## config.mk

```make
export PLATFORM = sky130hd
export DESIGN_NAME = uec_regs
export DESIGN_NICKNAME = d
export VERILOG_FILES = /design/src/uec_regs.v /design/src/uec_sync3.v
export VERILOG_INCLUDE_DIRS = /design/src
export SDC_FILE = /design/constraint.sdc
export NUM_CORES = 1
export LEC_CHECK = 0
export BUFFER_PORTS_ARGS = -buffer_cell sky130_fd_sc_hd__buf_2
export CAP_MARGIN = 20
export CORE_ASPECT_RATIO = 0.5
export CORE_MARGIN = 8
export CORE_UTILIZATION = 52
export CTS_BUF_LIST = sky130_fd_sc_hd__clkbuf_8
export CTS_CLUSTER_DIAMETER = 40
export DETAILED_ROUTE_END_ITERATION = 6
export GPL_TIMING_DRIVEN = 1
export PLACE_DENSITY = 0.83
export SYNTH_ARGS = -nofsm -noshare
export SYNTH_HDL_FRONTEND = slang
export SYNTH_SLANG_ARGS = --single-unit
export TNS_END_PERCENT = 50
```

## constraint.sdc

```tcl
create_clock -name clk_sys -period 2.32 [get_ports clk_sys]
set_clock_uncertainty 0.05 [all_clocks]
set_input_delay 0.58 -clock clk_sys [delete_from_list [all_inputs] [get_ports clk_sys]]
set_output_delay 0.58 -clock clk_sys [all_outputs]
set_load 0.05 [all_outputs]
```

## src/uec_defs.vh

```
// register map, field positions, reset values and axi response codes for the usb error enable/config bank
`ifndef UEC_DEFS_VH
`define UEC_DEFS_VH

// offsets of the two banks and the status word, then the clear/set/invert alias codes
`define UEC_EIE_BASE     8'h00
`define UEC_CFG_BASE     8'h10
`define UEC_STAT_BASE    8'h20
`define UEC_ALIAS_CLR    2'h1
`define UEC_ALIAS_SET    2'h2
`define UEC_ALIAS_INV    2'h3

// error enable field positions
`define UEC_EIE_PID      0
`define UEC_EIE_CRC5_EOF 1
`define UEC_EIE_CRC16    2
`define UEC_EIE_DFN      3
`define UEC_EIE_BTO      4
`define UEC_EIE_DMA      5
`define UEC_EIE_BMX      6
`define UEC_EIE_BTS      7

// configuration field positions
`define UEC_CFG_ASUSP    0
`define UEC_CFG_SIDL     4
`define UEC_CFG_OEMON    6
`define UEC_CFG_EYE      7
`define UEC_CFG_MASK     8'hD1

// reset values
`define UEC_EIE_RST      8'h00
`define UEC_CFG_RST      8'h00

// axi response codes
`define UEC_RESP_OKAY    2'h0
`define UEC_RESP_SLVERR  2'h2

`endif

```

## src/uec_regs.v

```verilog
// usb error interrupt enable and configuration register bank with axi4-lite slave
`timescale 1ns/10ps
`default_nettype none
`include "uec_defs.vh"

// Overview of operation
// - bits 31 to 8 of both registers are not built and read back as zero.
// - enable bit 7 passes the bit-stuffing error flag to the error interrupt.
// - enable bit 6 passes the bus matrix error flag.
// - enable bit 5 passes the dma error flag.
// - enable bit 4 passes the bus turnaround time-out flag.
// - enable bit 3 passes the data field size error flag.
// - enable bit 2 passes the sixteen-bit crc failure flag.
// - in device mode enable bit 1 passes the five-bit crc error flag.
// - in host mode enable bit 1 passes the end-of-frame error flag instead.
// - enable bit 0 passes the packet identifier check failure flag.
// - an enabled error reaches the usb interrupt request only with the master error enable set.
// - configuration bit 7 turns the transceiver eye-pattern test on.
// - configuration bit 6 lets the active-low drive monitor follow the line drive intervals.
// - configuration bit 4 stops the module while the device is in idle.
// - clear, set and invert aliases sit at 0x4, 0x8 and 0xC above each register.
// - configuration bit 0 suspends the module automatically on sleep, else only software does.
module uec_regs (
  input  wire        clk_sys,
  input  wire        rstn,
  // axi4-lite write address
  input  wire [7:0]  s_axi_awaddr,
  input  wire        s_axi_awvalid,
  output reg         s_axi_awready,
  // axi4-lite write data
  input  wire [31:0] s_axi_wdata,
  input  wire [3:0]  s_axi_wstrb,
  input  wire        s_axi_wvalid,
  output reg         s_axi_wready,
  // axi4-lite write response
  output reg  [1:0]  s_axi_bresp,
  output reg         s_axi_bvalid,
  input  wire        s_axi_bready,
  // axi4-lite read address
  input  wire [7:0]  s_axi_araddr,
  input  wire        s_axi_arvalid,
  output reg         s_axi_arready,
  // axi4-lite read data
  output reg  [31:0] s_axi_rdata,
  output reg  [1:0]  s_axi_rresp,
  output reg         s_axi_rvalid,
  input  wire        s_axi_rready,
  // error flags from the protocol engine, same clock
  input  wire [7:0]  err_flags,
  input  wire        host_mode,
  input  wire        error_irq_master_en,
  // line drive from the transceiver, asynchronous pin
  input  wire        line_drive,
  // power state inputs, asynchronous pins
  input  wire        idle_mode,
  input  wire        sleep_mode,
  input  wire        software_suspend,
  // outputs to the usb core
  output reg         usb_irq_request,
  output reg         eye_pattern_test_en,
  output reg         drive_monitor_n,
  output reg         module_stopped,
  output reg         module_suspend
);

  // register storage, low byte only
  reg  [7:0]  eie_q;
  reg  [7:0]  eie_d;
  reg  [7:0]  cfg_q;
  reg  [7:0]  cfg_d;

  // pending write channel captures
  reg  [7:0]  awaddr_q;
  reg         aw_have_q;
  reg  [31:0] wdata_q;
  reg  [3:0]  wstrb_q;
  reg         w_have_q;

  // synchronised pins
  wire [3:0]  pins_sync;
  wire        drive_s;
  wire        idle_s;
  wire        sleep_s;
  wire        swsusp_s;

  // gated error sources, write decode and read mux
  wire [7:0]  err_gated;
  wire        err_any;
  wire        wr_fire;
  wire [1:0]  wr_alias;
  wire        wr_hit_eie;
  wire        wr_hit_cfg;
  wire [7:0]  wr_byte;
  reg  [7:0]  rd_val;
  reg         rd_ok;

  uec_sync3 #(
    .WIDTH (4)
  ) i_uec_sync3 (
    .clk_sys (clk_sys),
    .rstn    (rstn),
    .din     ({software_suspend, sleep_mode, idle_mode, line_drive}),
    .dout    (pins_sync)
  );

  assign drive_s  = pins_sync[0];
  assign idle_s   = pins_sync[1];
  assign sleep_s  = pins_sync[2];
  assign swsusp_s = pins_sync[3];

  // each enable bit passes its own flag; bit 1 flag is chosen by mode upstream,
  // so host_mode is only reported in the status word
  assign err_gated = err_flags & eie_q;
  // the remaining causes follow the same mask
  // bit 1 carries crc5 in device mode and eof in host mode
  assign err_any   = |err_gated;

  // write decode: word address and alias in the two low word bits
  assign wr_fire    = aw_have_q && w_have_q && !s_axi_bvalid;
  assign wr_alias   = awaddr_q[3:2];
  assign wr_hit_eie = ({awaddr_q[7:4], 4'h0} == `UEC_EIE_BASE);
  assign wr_hit_cfg = ({awaddr_q[7:4], 4'h0} == `UEC_CFG_BASE);
  assign wr_byte    = wdata_q[7:0] & {8{wstrb_q[0]}};

  // next-value logic with clear/set/invert aliases
  always @* begin
    eie_d = eie_q;
    cfg_d = cfg_q;
    if (wr_fire && wr_hit_eie) begin
      case (wr_alias)
        2'h0:             eie_d = wstrb_q[0] ? wdata_q[7:0] : eie_q;
        `UEC_ALIAS_CLR:   eie_d = eie_q & ~wr_byte;
        `UEC_ALIAS_SET:   eie_d = eie_q | wr_byte;
        `UEC_ALIAS_INV:   eie_d = eie_q ^ wr_byte;
        default:          eie_d = eie_q;
      endcase
    end
    if (wr_fire && wr_hit_cfg) begin
      case (wr_alias)
        2'h0:             cfg_d = wstrb_q[0] ? wdata_q[7:0] : cfg_q;
        `UEC_ALIAS_CLR:   cfg_d = cfg_q & ~wr_byte;
        `UEC_ALIAS_SET:   cfg_d = cfg_q | wr_byte;
        `UEC_ALIAS_INV:   cfg_d = cfg_q ^ wr_byte;
        default:          cfg_d = cfg_q;
      endcase
      // unbuilt config bits never hold a one
      cfg_d = cfg_d & `UEC_CFG_MASK;
    end
  end

  // registers clear at reset; the enable register is fully read/write, config only in bits 7, 6, 4 and 0
  always @(posedge clk_sys or negedge rstn) begin
    if (!rstn) begin
      eie_q <= `UEC_EIE_RST;
      cfg_q <= `UEC_CFG_RST;
    end else begin
      eie_q <= eie_d;
      cfg_q <= cfg_d;
    end
  end

  // write channels: address and data taken in either order, one write in flight
  always @(posedge clk_sys or negedge rstn) begin
    if (!rstn) begin
      s_axi_awready <= 1'b0;
      s_axi_wready  <= 1'b0;
      s_axi_bvalid  <= 1'b0;
      s_axi_bresp   <= `UEC_RESP_OKAY;
      aw_have_q     <= 1'b0;
      w_have_q      <= 1'b0;
      awaddr_q      <= 8'h00;
      wdata_q       <= 32'h00000000;
      wstrb_q       <= 4'h0;
    end else begin
      s_axi_awready <= 1'b0;
      s_axi_wready  <= 1'b0;
      if (s_axi_awvalid && !aw_have_q && !s_axi_awready && !s_axi_bvalid) begin
        s_axi_awready <= 1'b1;
      end
      if (s_axi_awvalid && s_axi_awready) begin
        aw_have_q <= 1'b1;
        awaddr_q  <= s_axi_awaddr;
      end
      if (s_axi_wvalid && !w_have_q && !s_axi_wready && !s_axi_bvalid) begin
        s_axi_wready <= 1'b1;
      end
      if (s_axi_wvalid && s_axi_wready) begin
        w_have_q <= 1'b1;
        wdata_q  <= s_axi_wdata;
        wstrb_q  <= s_axi_wstrb;
      end
      // response once both halves are held; unmapped words answer slverr
      if (wr_fire) begin
        aw_have_q    <= 1'b0;
        w_have_q     <= 1'b0;
        s_axi_bvalid <= 1'b1;
        s_axi_bresp  <= (wr_hit_eie || wr_hit_cfg) ? `UEC_RESP_OKAY : `UEC_RESP_SLVERR;
      end else if (s_axi_bvalid && s_axi_bready) begin
        s_axi_bvalid <= 1'b0;
      end
    end
  end

  // read decode; aliases read back the base value, status word shows live state
  always @* begin
    rd_ok  = 1'b1;
    rd_val = 8'h00;
    case (s_axi_araddr[7:4])
      4'h0:    rd_val = eie_q;
      4'h1:    rd_val = cfg_q;
      4'h2:    rd_val = {2'h0, host_mode, module_suspend, module_stopped, usb_irq_request,
                         err_any, drive_s};
      default: rd_ok  = 1'b0;
    endcase
  end

  // read channel: one read in flight, answer two edges after valid
  always @(posedge clk_sys or negedge rstn) begin
    if (!rstn) begin
      s_axi_arready <= 1'b0;
      s_axi_rvalid  <= 1'b0;
      s_axi_rdata   <= 32'h00000000;
      s_axi_rresp   <= `UEC_RESP_OKAY;
    end else begin
      s_axi_arready <= 1'b0;
      if (s_axi_arvalid && !s_axi_arready && !s_axi_rvalid) begin
        s_axi_arready <= 1'b1;
      end
      if (s_axi_arvalid && s_axi_arready) begin
        s_axi_rvalid <= 1'b1;
        s_axi_rdata  <= {24'h000000, rd_val};
        s_axi_rresp  <= rd_ok ? `UEC_RESP_OKAY : `UEC_RESP_SLVERR;
      end else if (s_axi_rvalid && s_axi_rready) begin
        s_axi_rvalid <= 1'b0;
      end
    end
  end

  // core-facing outputs, all registered
  always @(posedge clk_sys or negedge rstn) begin
    if (!rstn) begin
      usb_irq_request     <= 1'b0;
      eye_pattern_test_en <= 1'b0;
      drive_monitor_n     <= 1'b1;
      module_stopped      <= 1'b0;
      module_suspend      <= 1'b0;
    end else begin
      usb_irq_request     <= err_any & error_irq_master_en;
      eye_pattern_test_en <= cfg_q[`UEC_CFG_EYE];
      // low while the lines are driven, held high when monitoring is off
      drive_monitor_n     <= ~(cfg_q[`UEC_CFG_OEMON] & drive_s);
      module_stopped      <= cfg_q[`UEC_CFG_SIDL] & idle_s;
      // software suspend always works; sleep adds to it only when enabled
      module_suspend      <= swsusp_s | (cfg_q[`UEC_CFG_ASUSP] & sleep_s);
    end
  end

endmodule // uec_regs

`default_nettype wire

```

## src/uec_sync3.v

```verilog
// three-flop input synchroniser with second/third agreement filter
`timescale 1ns/10ps
`default_nettype none

module uec_sync3 #(
  parameter WIDTH = 1
) (
  input  wire             clk_sys,
  input  wire             rstn,
  input  wire [WIDTH-1:0] din,
  output reg  [WIDTH-1:0] dout
);

  reg [WIDTH-1:0] s1_q;
  reg [WIDTH-1:0] s2_q;
  reg [WIDTH-1:0] s3_q;

  // first flop feeds only the second; a change counts when stages two and three agree
  always @(posedge clk_sys or negedge rstn) begin
    if (!rstn) begin
      s1_q <= {WIDTH{1'b0}};
      s2_q <= {WIDTH{1'b0}};
      s3_q <= {WIDTH{1'b0}};
      dout <= {WIDTH{1'b0}};
    end else begin
      s1_q <= din;
      s2_q <= s1_q;
      s3_q <= s2_q;
      dout <= (s2_q & s3_q) | (dout & (s2_q | s3_q));
    end
  end

endmodule // uec_sync3

`default_nettype wire

```

Yosys cells after proc, flatten, opt, wreduce, memory -nomap -nowiden
Index checks and enable logic that the tools add are counted.

word-level totals
  bits in registers = 69
  bits in latches = 0
  RAM bits = 0
  ROM bits = 0
  input bits = 73
  output and inout port bits = 46
  logic and storage cells = 105
  memories = 0

cells by class
  add/subtract/negate cells = 0
  multipliers = 0
  div/mod/pow operators = 0
  magnitude comparators = 0
  eq/ne operators = 7
  shift operators = 0
  mux-type cells = 19
  bitwise logic cells = 19
  reductions and logical operators = 36

operator list
  operator                                             count
  one-hot mux 8 bit (4 select lines)                   2
  AND 8 bit                                            4
  one-hot mux 8 bit (3 select lines)                   1
  logical AND 1 bit                                    17
  2-to-1 mux 8 bit                                     2
  bitwise OR 8 bit                                     2
  XOR 8 bit                                            2
  2-to-1 mux 1 bit                                     12
  AND 4 bit                                            2
  equality test 4 x 1 -> 1 bit, second input constant  2
  logical NOT 4 bit                                    2
  NOT 8 bit                                            1
  bitwise OR 4 bit                                     2
  nonzero test 2 bit                                   4
  OR reduction 8 bit                                   1
  logical NOT 1 bit                                    7
  AND 1 bit                                            4
  equality test 2 bit, second input constant           2
  equality test 4 x 2 -> 1 bit, second input constant  1
  2-to-1 mux 2 bit                                     2
  AND reduction 2 bit                                  2
  OR reduction 3 bit                                   1
  equality test 2 x 1 -> 1 bit, second input constant  1
  logical NOT 2 bit                                    1
  other kinds (4)                                      4

Depth between registers and ports, before layout
  word-level depth = 5
  mapped depth = 6
  mapped depth without buffers = 5

By module
From an unflattened synthesis, not the netlist that was laid out.

unflattened totals
  cell total of the unflattened synthesis = 288
  area total of the unflattened synthesis = 3316.9 µm²

by module, submodules not included
  module     instances  cells each  area each (µm²)  sequential area each (µm²)
  uec_regs   1          268         2871.5           1227.4
  uec_sync3  1          20          445.4            400.4

Worst setup path after synthesis
OpenSTA, ideal clock, no wires.

  kind = reg-to-reg
  start = reg s_axi_bvalid
  end = reg eie_q[0]
  setup time = 0.125 ns
  arrival time = 1.814 ns
  required time = 2.145 ns
  setup slack = 0.331 ns
  stages on the path, launching flop included = 4
  path buffers = 0
  period minus slack after synthesis = 1.989 ns
  path through = dfrtp_1 nand3b_2 nor4_4 mux2_2

between the ends
  longest elaborated chain between the ends = 4

ends and longest elaborated chain
  element                               line            source
  start, declared                       uec_regs.v:37   output reg s_axi_bvalid,
  start signal, assigned                uec_regs.v:167  s_axi_bvalid <= 1'b0;
  start signal, assigned                uec_regs.v:196  s_axi_bvalid <= 1'b1;
  start signal, assigned                uec_regs.v:199  s_axi_bvalid <= 1'b0;
  logical NOT 1 bit                     uec_regs.v:119  assign wr_fire = aw_have_q && w_have_q && !s_axi_bvalid;
  logical AND 1 bit                     uec_regs.v:119
  logical AND 1 bit                     uec_regs.v:129  if (wr_fire && wr_hit_eie) begin
  AND reduction 2 bit (no source line)  -
  end signal, assigned                  uec_regs.v:154  eie_q <= `UEC_EIE_RST;
  end signal, assigned                  uec_regs.v:157  eie_q <= eie_d;
  end, declared                         uec_regs.v:67   reg [7:0] eie_q;

Every way passes these cells.
A chain may end at the register's enable or synchronous reset.

Worst setup path in the final report
  start = reg wstrb_q[0]
  end = reg cfg_q[0]

between the ends
  longest elaborated chain between the ends = 4
  elaborated cells between the ends (all ways) = 8
  those cells by class = eq/ne (1); mux (1); bitwise (5); reduce/logical (1)

ends and longest elaborated chain
  element                             line            source
  start, declared                     uec_regs.v:76   reg [3:0] wstrb_q;
  start signal, assigned              uec_regs.v:190  wstrb_q <= s_axi_wstrb;
  AND 8 bit                           uec_regs.v:123  assign wr_byte = wdata_q[7:0] & {8{wstrb_q[0]}};
  NOT 8 bit                           uec_regs.v:141  `UEC_ALIAS_CLR: cfg_d = cfg_q & ~wr_byte;
  AND 8 bit                           uec_regs.v:141
  one-hot mux 8 bit (4 select lines)  uec_regs.v:139  case (wr_alias)
  end signal, assigned                uec_regs.v:155  cfg_q <= `UEC_CFG_RST;
  end signal, assigned                uec_regs.v:158  cfg_q <= cfg_d;
  end, declared                       uec_regs.v:69   reg [7:0] cfg_q;

Several ways; a longest one is shown, not always the timed one.

==> metrics.yaml <==
worstPathRequired_ns: 2.50
grt_max_degree: 35
track_usage: 0.155
vias: 2111
grt_pass1_wl_um: 11200
p_sw_uw: 1780
antenna_found_initial: 0
p_leak_uw: 0.00195
synthCells: 260
multiInputGateArea_sq_um: 1470
cp.buffers_inverters: 0
cp-start-kind: "flop"
cts_root_buf: "clkbuf_8"
p_sw_frac: 0.379
start_util: 0.544
synth_top_area_share: 0.480
hold_viol: 0
cts_sinks: 65
synth_edf_count: 0
seq_area_sq_um: 1630
clk_latency_ns: 0.34
crit_arrival_ns: 2.23
die_area_sq_um: 9400
reg2reg_from: "wstrb_q[0]"
routed_wl_um: 6850
cts_resized: 0
fin_crit_ns: 2.05
syn_avg_cell_area_sq_um: 12.8
numCtsBuffers: 9
endpoint_kind: "flop"
synthesis.area_sq_um: 3340
cts_setup_buffers: 0
r2r-end: "cfg_q[0]"
synth_cell_types: 35
crit_path_top_delay_cell: "dfrtp_1"
yosys.area.top_type: "dfrtp_1"
synth_ff_type: "dfrtp_1"
min_path_type: "in -> async"
die_w_um: 129
synth_seq_cells: 65
worst-slew-pin-transition_ns: 0.583
n_antenna_cell: 0
overflow: 0
wl_per_cell_um: 16.3
rows: 20
drtIter0Drc: 62
setup_tns_ns: 0
critical-path-top-delay-family: "multiplexers"
first_global_vias: 2314
reg2reg_slack_ns: 0.27
dp_hpwl_um: 5170
ir_worst_vdd_mv: 0.526
ys_top_cells_by_area: "dfrtp_1, mux2_2, ha_1"
powerDensity_nw_per_um2: 1200
rsz0062_at_grt: "false"
fin_area_sq_um: 3900
cap_violations: 0
drive_gt1_frac: 0.381
ios: 119
htree_num_levels: 3
hold_buffers: 0
clk_pin_slew_ns: 0.07
max_slew_margin: 0.608
drv_slew: 0
setup_viol: 0
synthArstFlopShare: 1.00
clockPowerShare: 0.227
drt-pass1-iter-count: 4
p_int_uw: 2910
cts.path.max_buffers: 2
io_buffers: 59
drcViolationCount: 0
crit_fanout: 10
gp_congestion: 0.827
cts_tree: "yes"
max_stage_delay_ns: 0.59
fin_crit_sh: 0.885
fmax_mhz: 487
power_uw: 4690
die_h_um: 72.7
cp_cell_sequence: "nand2_1 -> ha_1 -> mux4_2 -> mux2_2"
final_antenna_net_count: 0
status: "finished clean"
area_growth_pct: 16.8
n_fill_cell: 462
placed_cell_area_sq_um: 3670
coreArea_sq_um: 6130
worstRegToRegCells: 4
p_comb_frac: 0.396
synth_warnings: 0
avgViaCountPerCell: 5.01
nets: 425
path_class: "reg -> reg"
pwr-share-seq: 0.377
yosysSeqAreaShare: 0.488
[kinds of logic (layout without fill, tap and decap cells)]
family	count (synthesis)	in the layout	synth area share
flip-flops	65	65	0.488
buffers and inverters	62	110	0.0997
multiplexers	47	47	0.196
AND/OR/NAND/NOR	35	35	0.0671
adder cells (fa/ha/maj)	28	28	0.102
AO/OA/AOI/OAI	22	22	0.0461
other	1	26	0.00112
[state kept, by name, summed over array words and instances (netlist names), 4 cells and up]
name              cells
wdata_q               8
eie_q                 8
awaddr_q              6
i_uec_sync3.dout      4
s_axi_rdata           8
i_uec_sync3.s1_q      4
cfg_q                 4
i_uec_sync3.s3_q      4
i_uec_sync3.s2_q      4
[cells in the mapped netlist (2+ instances only)]
cell	number
a21boi_0	2
a22o_1	2
a22oi_1	4
buf_2	2
buf_4	26
clkbuf_1	5
dfrtp_1	64
ha_1	24
inv_1	29
maj3_1	4
mux2_2	28
mux2i_1	7
mux4_2	12
nand2_1	19
nor2b_1	3
nor4b_1	2
o21ai_0	7
o2bb2ai_1	2
o41ai_1	2
[routing by layer]
metal  wire length [um]  track usage  vias up
li1                   -            -      990
met1               2650        0.171     1048
met2               3630        0.277       61
met3                461       0.0525       12
met4                103       0.0555        0
met5                  0            0        -
[through the flow]
| stage | setup WS (ns) | utilization | std cells | hold WS [ns] |
|---|---|---|---|---|
| after floorplan | 0.331 | - | 285 | 0.234 |
| after global placement | 0.356 | 0.599 | 405 | 0.284 |
| after detailed placement | 0.301 | 0.599 | 405 | 0.285 |
| after CTS | 0.275 | 0.636 | 421 | 0.116 |
| after global routing | 0.187 | 0.636 | 421 | 0.128 |
| final | 0.267 | 0.636 | 421 | 0.114 |
[power groups by stage]
stage	Combinational [uW]	Sequential (uW)	Clock, uW
2_1_floorplan	1260	1910	0
3_3_place_gp	1690	1760	0
3_5_place_dp	1860	1780	0
4_1_cts	1890	1770	1090
5_1_grt	2050	1810	1140
6_report	1860	1770	1070
[layout by cell type (no fill, tap or decap), types with 2 or more instances in the layout]
cell type and instances:
maj3_1 4, a22oi_1 4, ha_1 24, nand2_1 19, o2bb2ai_1 2, a22o_1 2, mux4_2 12, nor2b_1 3
buf_2 59, mux2_2 28, a21boi_0 2, bufinv_16 2, buf_4 5, mux2i_1 7, clkinv_4 3, o21ai_0 7
dfrtp_1 64, conb_1 26, o41ai_1 2, nor4b_1 2, clkbuf_8 9, inv_1 29
[cell type report]
cell class              instances  area share
clock buffers                   9      0.0318
well taps                      88      0.0283
multi-input cells             158       0.378
flip-flops and latches         65       0.418
repair buffers                 65      0.0905
clock inverters                 7      0.0263
inverters                      29      0.0279
[worst register-to-register path: cells and delay by family (launching register included)]
family                   cells  cell delay (ns)
adder cells (fa/ha/maj)      1             0.34
flip-flops                   1             0.59
multiplexers                 2             0.75
AND/OR/NAND/NOR              1             0.21
[how the worst max path moves through the flow]
stage                      start  cells after the start  slack, ns  endpoint
detailed placement    wstrb_q[0]                      4       0.30  eie_q[7]
global route          wstrb_q[0]                      4       0.19  eie_q[0]
CTS                   wstrb_q[0]                      4       0.28  cfg_q[4]
global placement      wstrb_q[0]                      4       0.36  cfg_q[7]
finish                wstrb_q[0]                      4       0.27  cfg_q[0]
floorplan           s_axi_bvalid                      3       0.33  eie_q[0]
(Power assumes the default switching activity.)
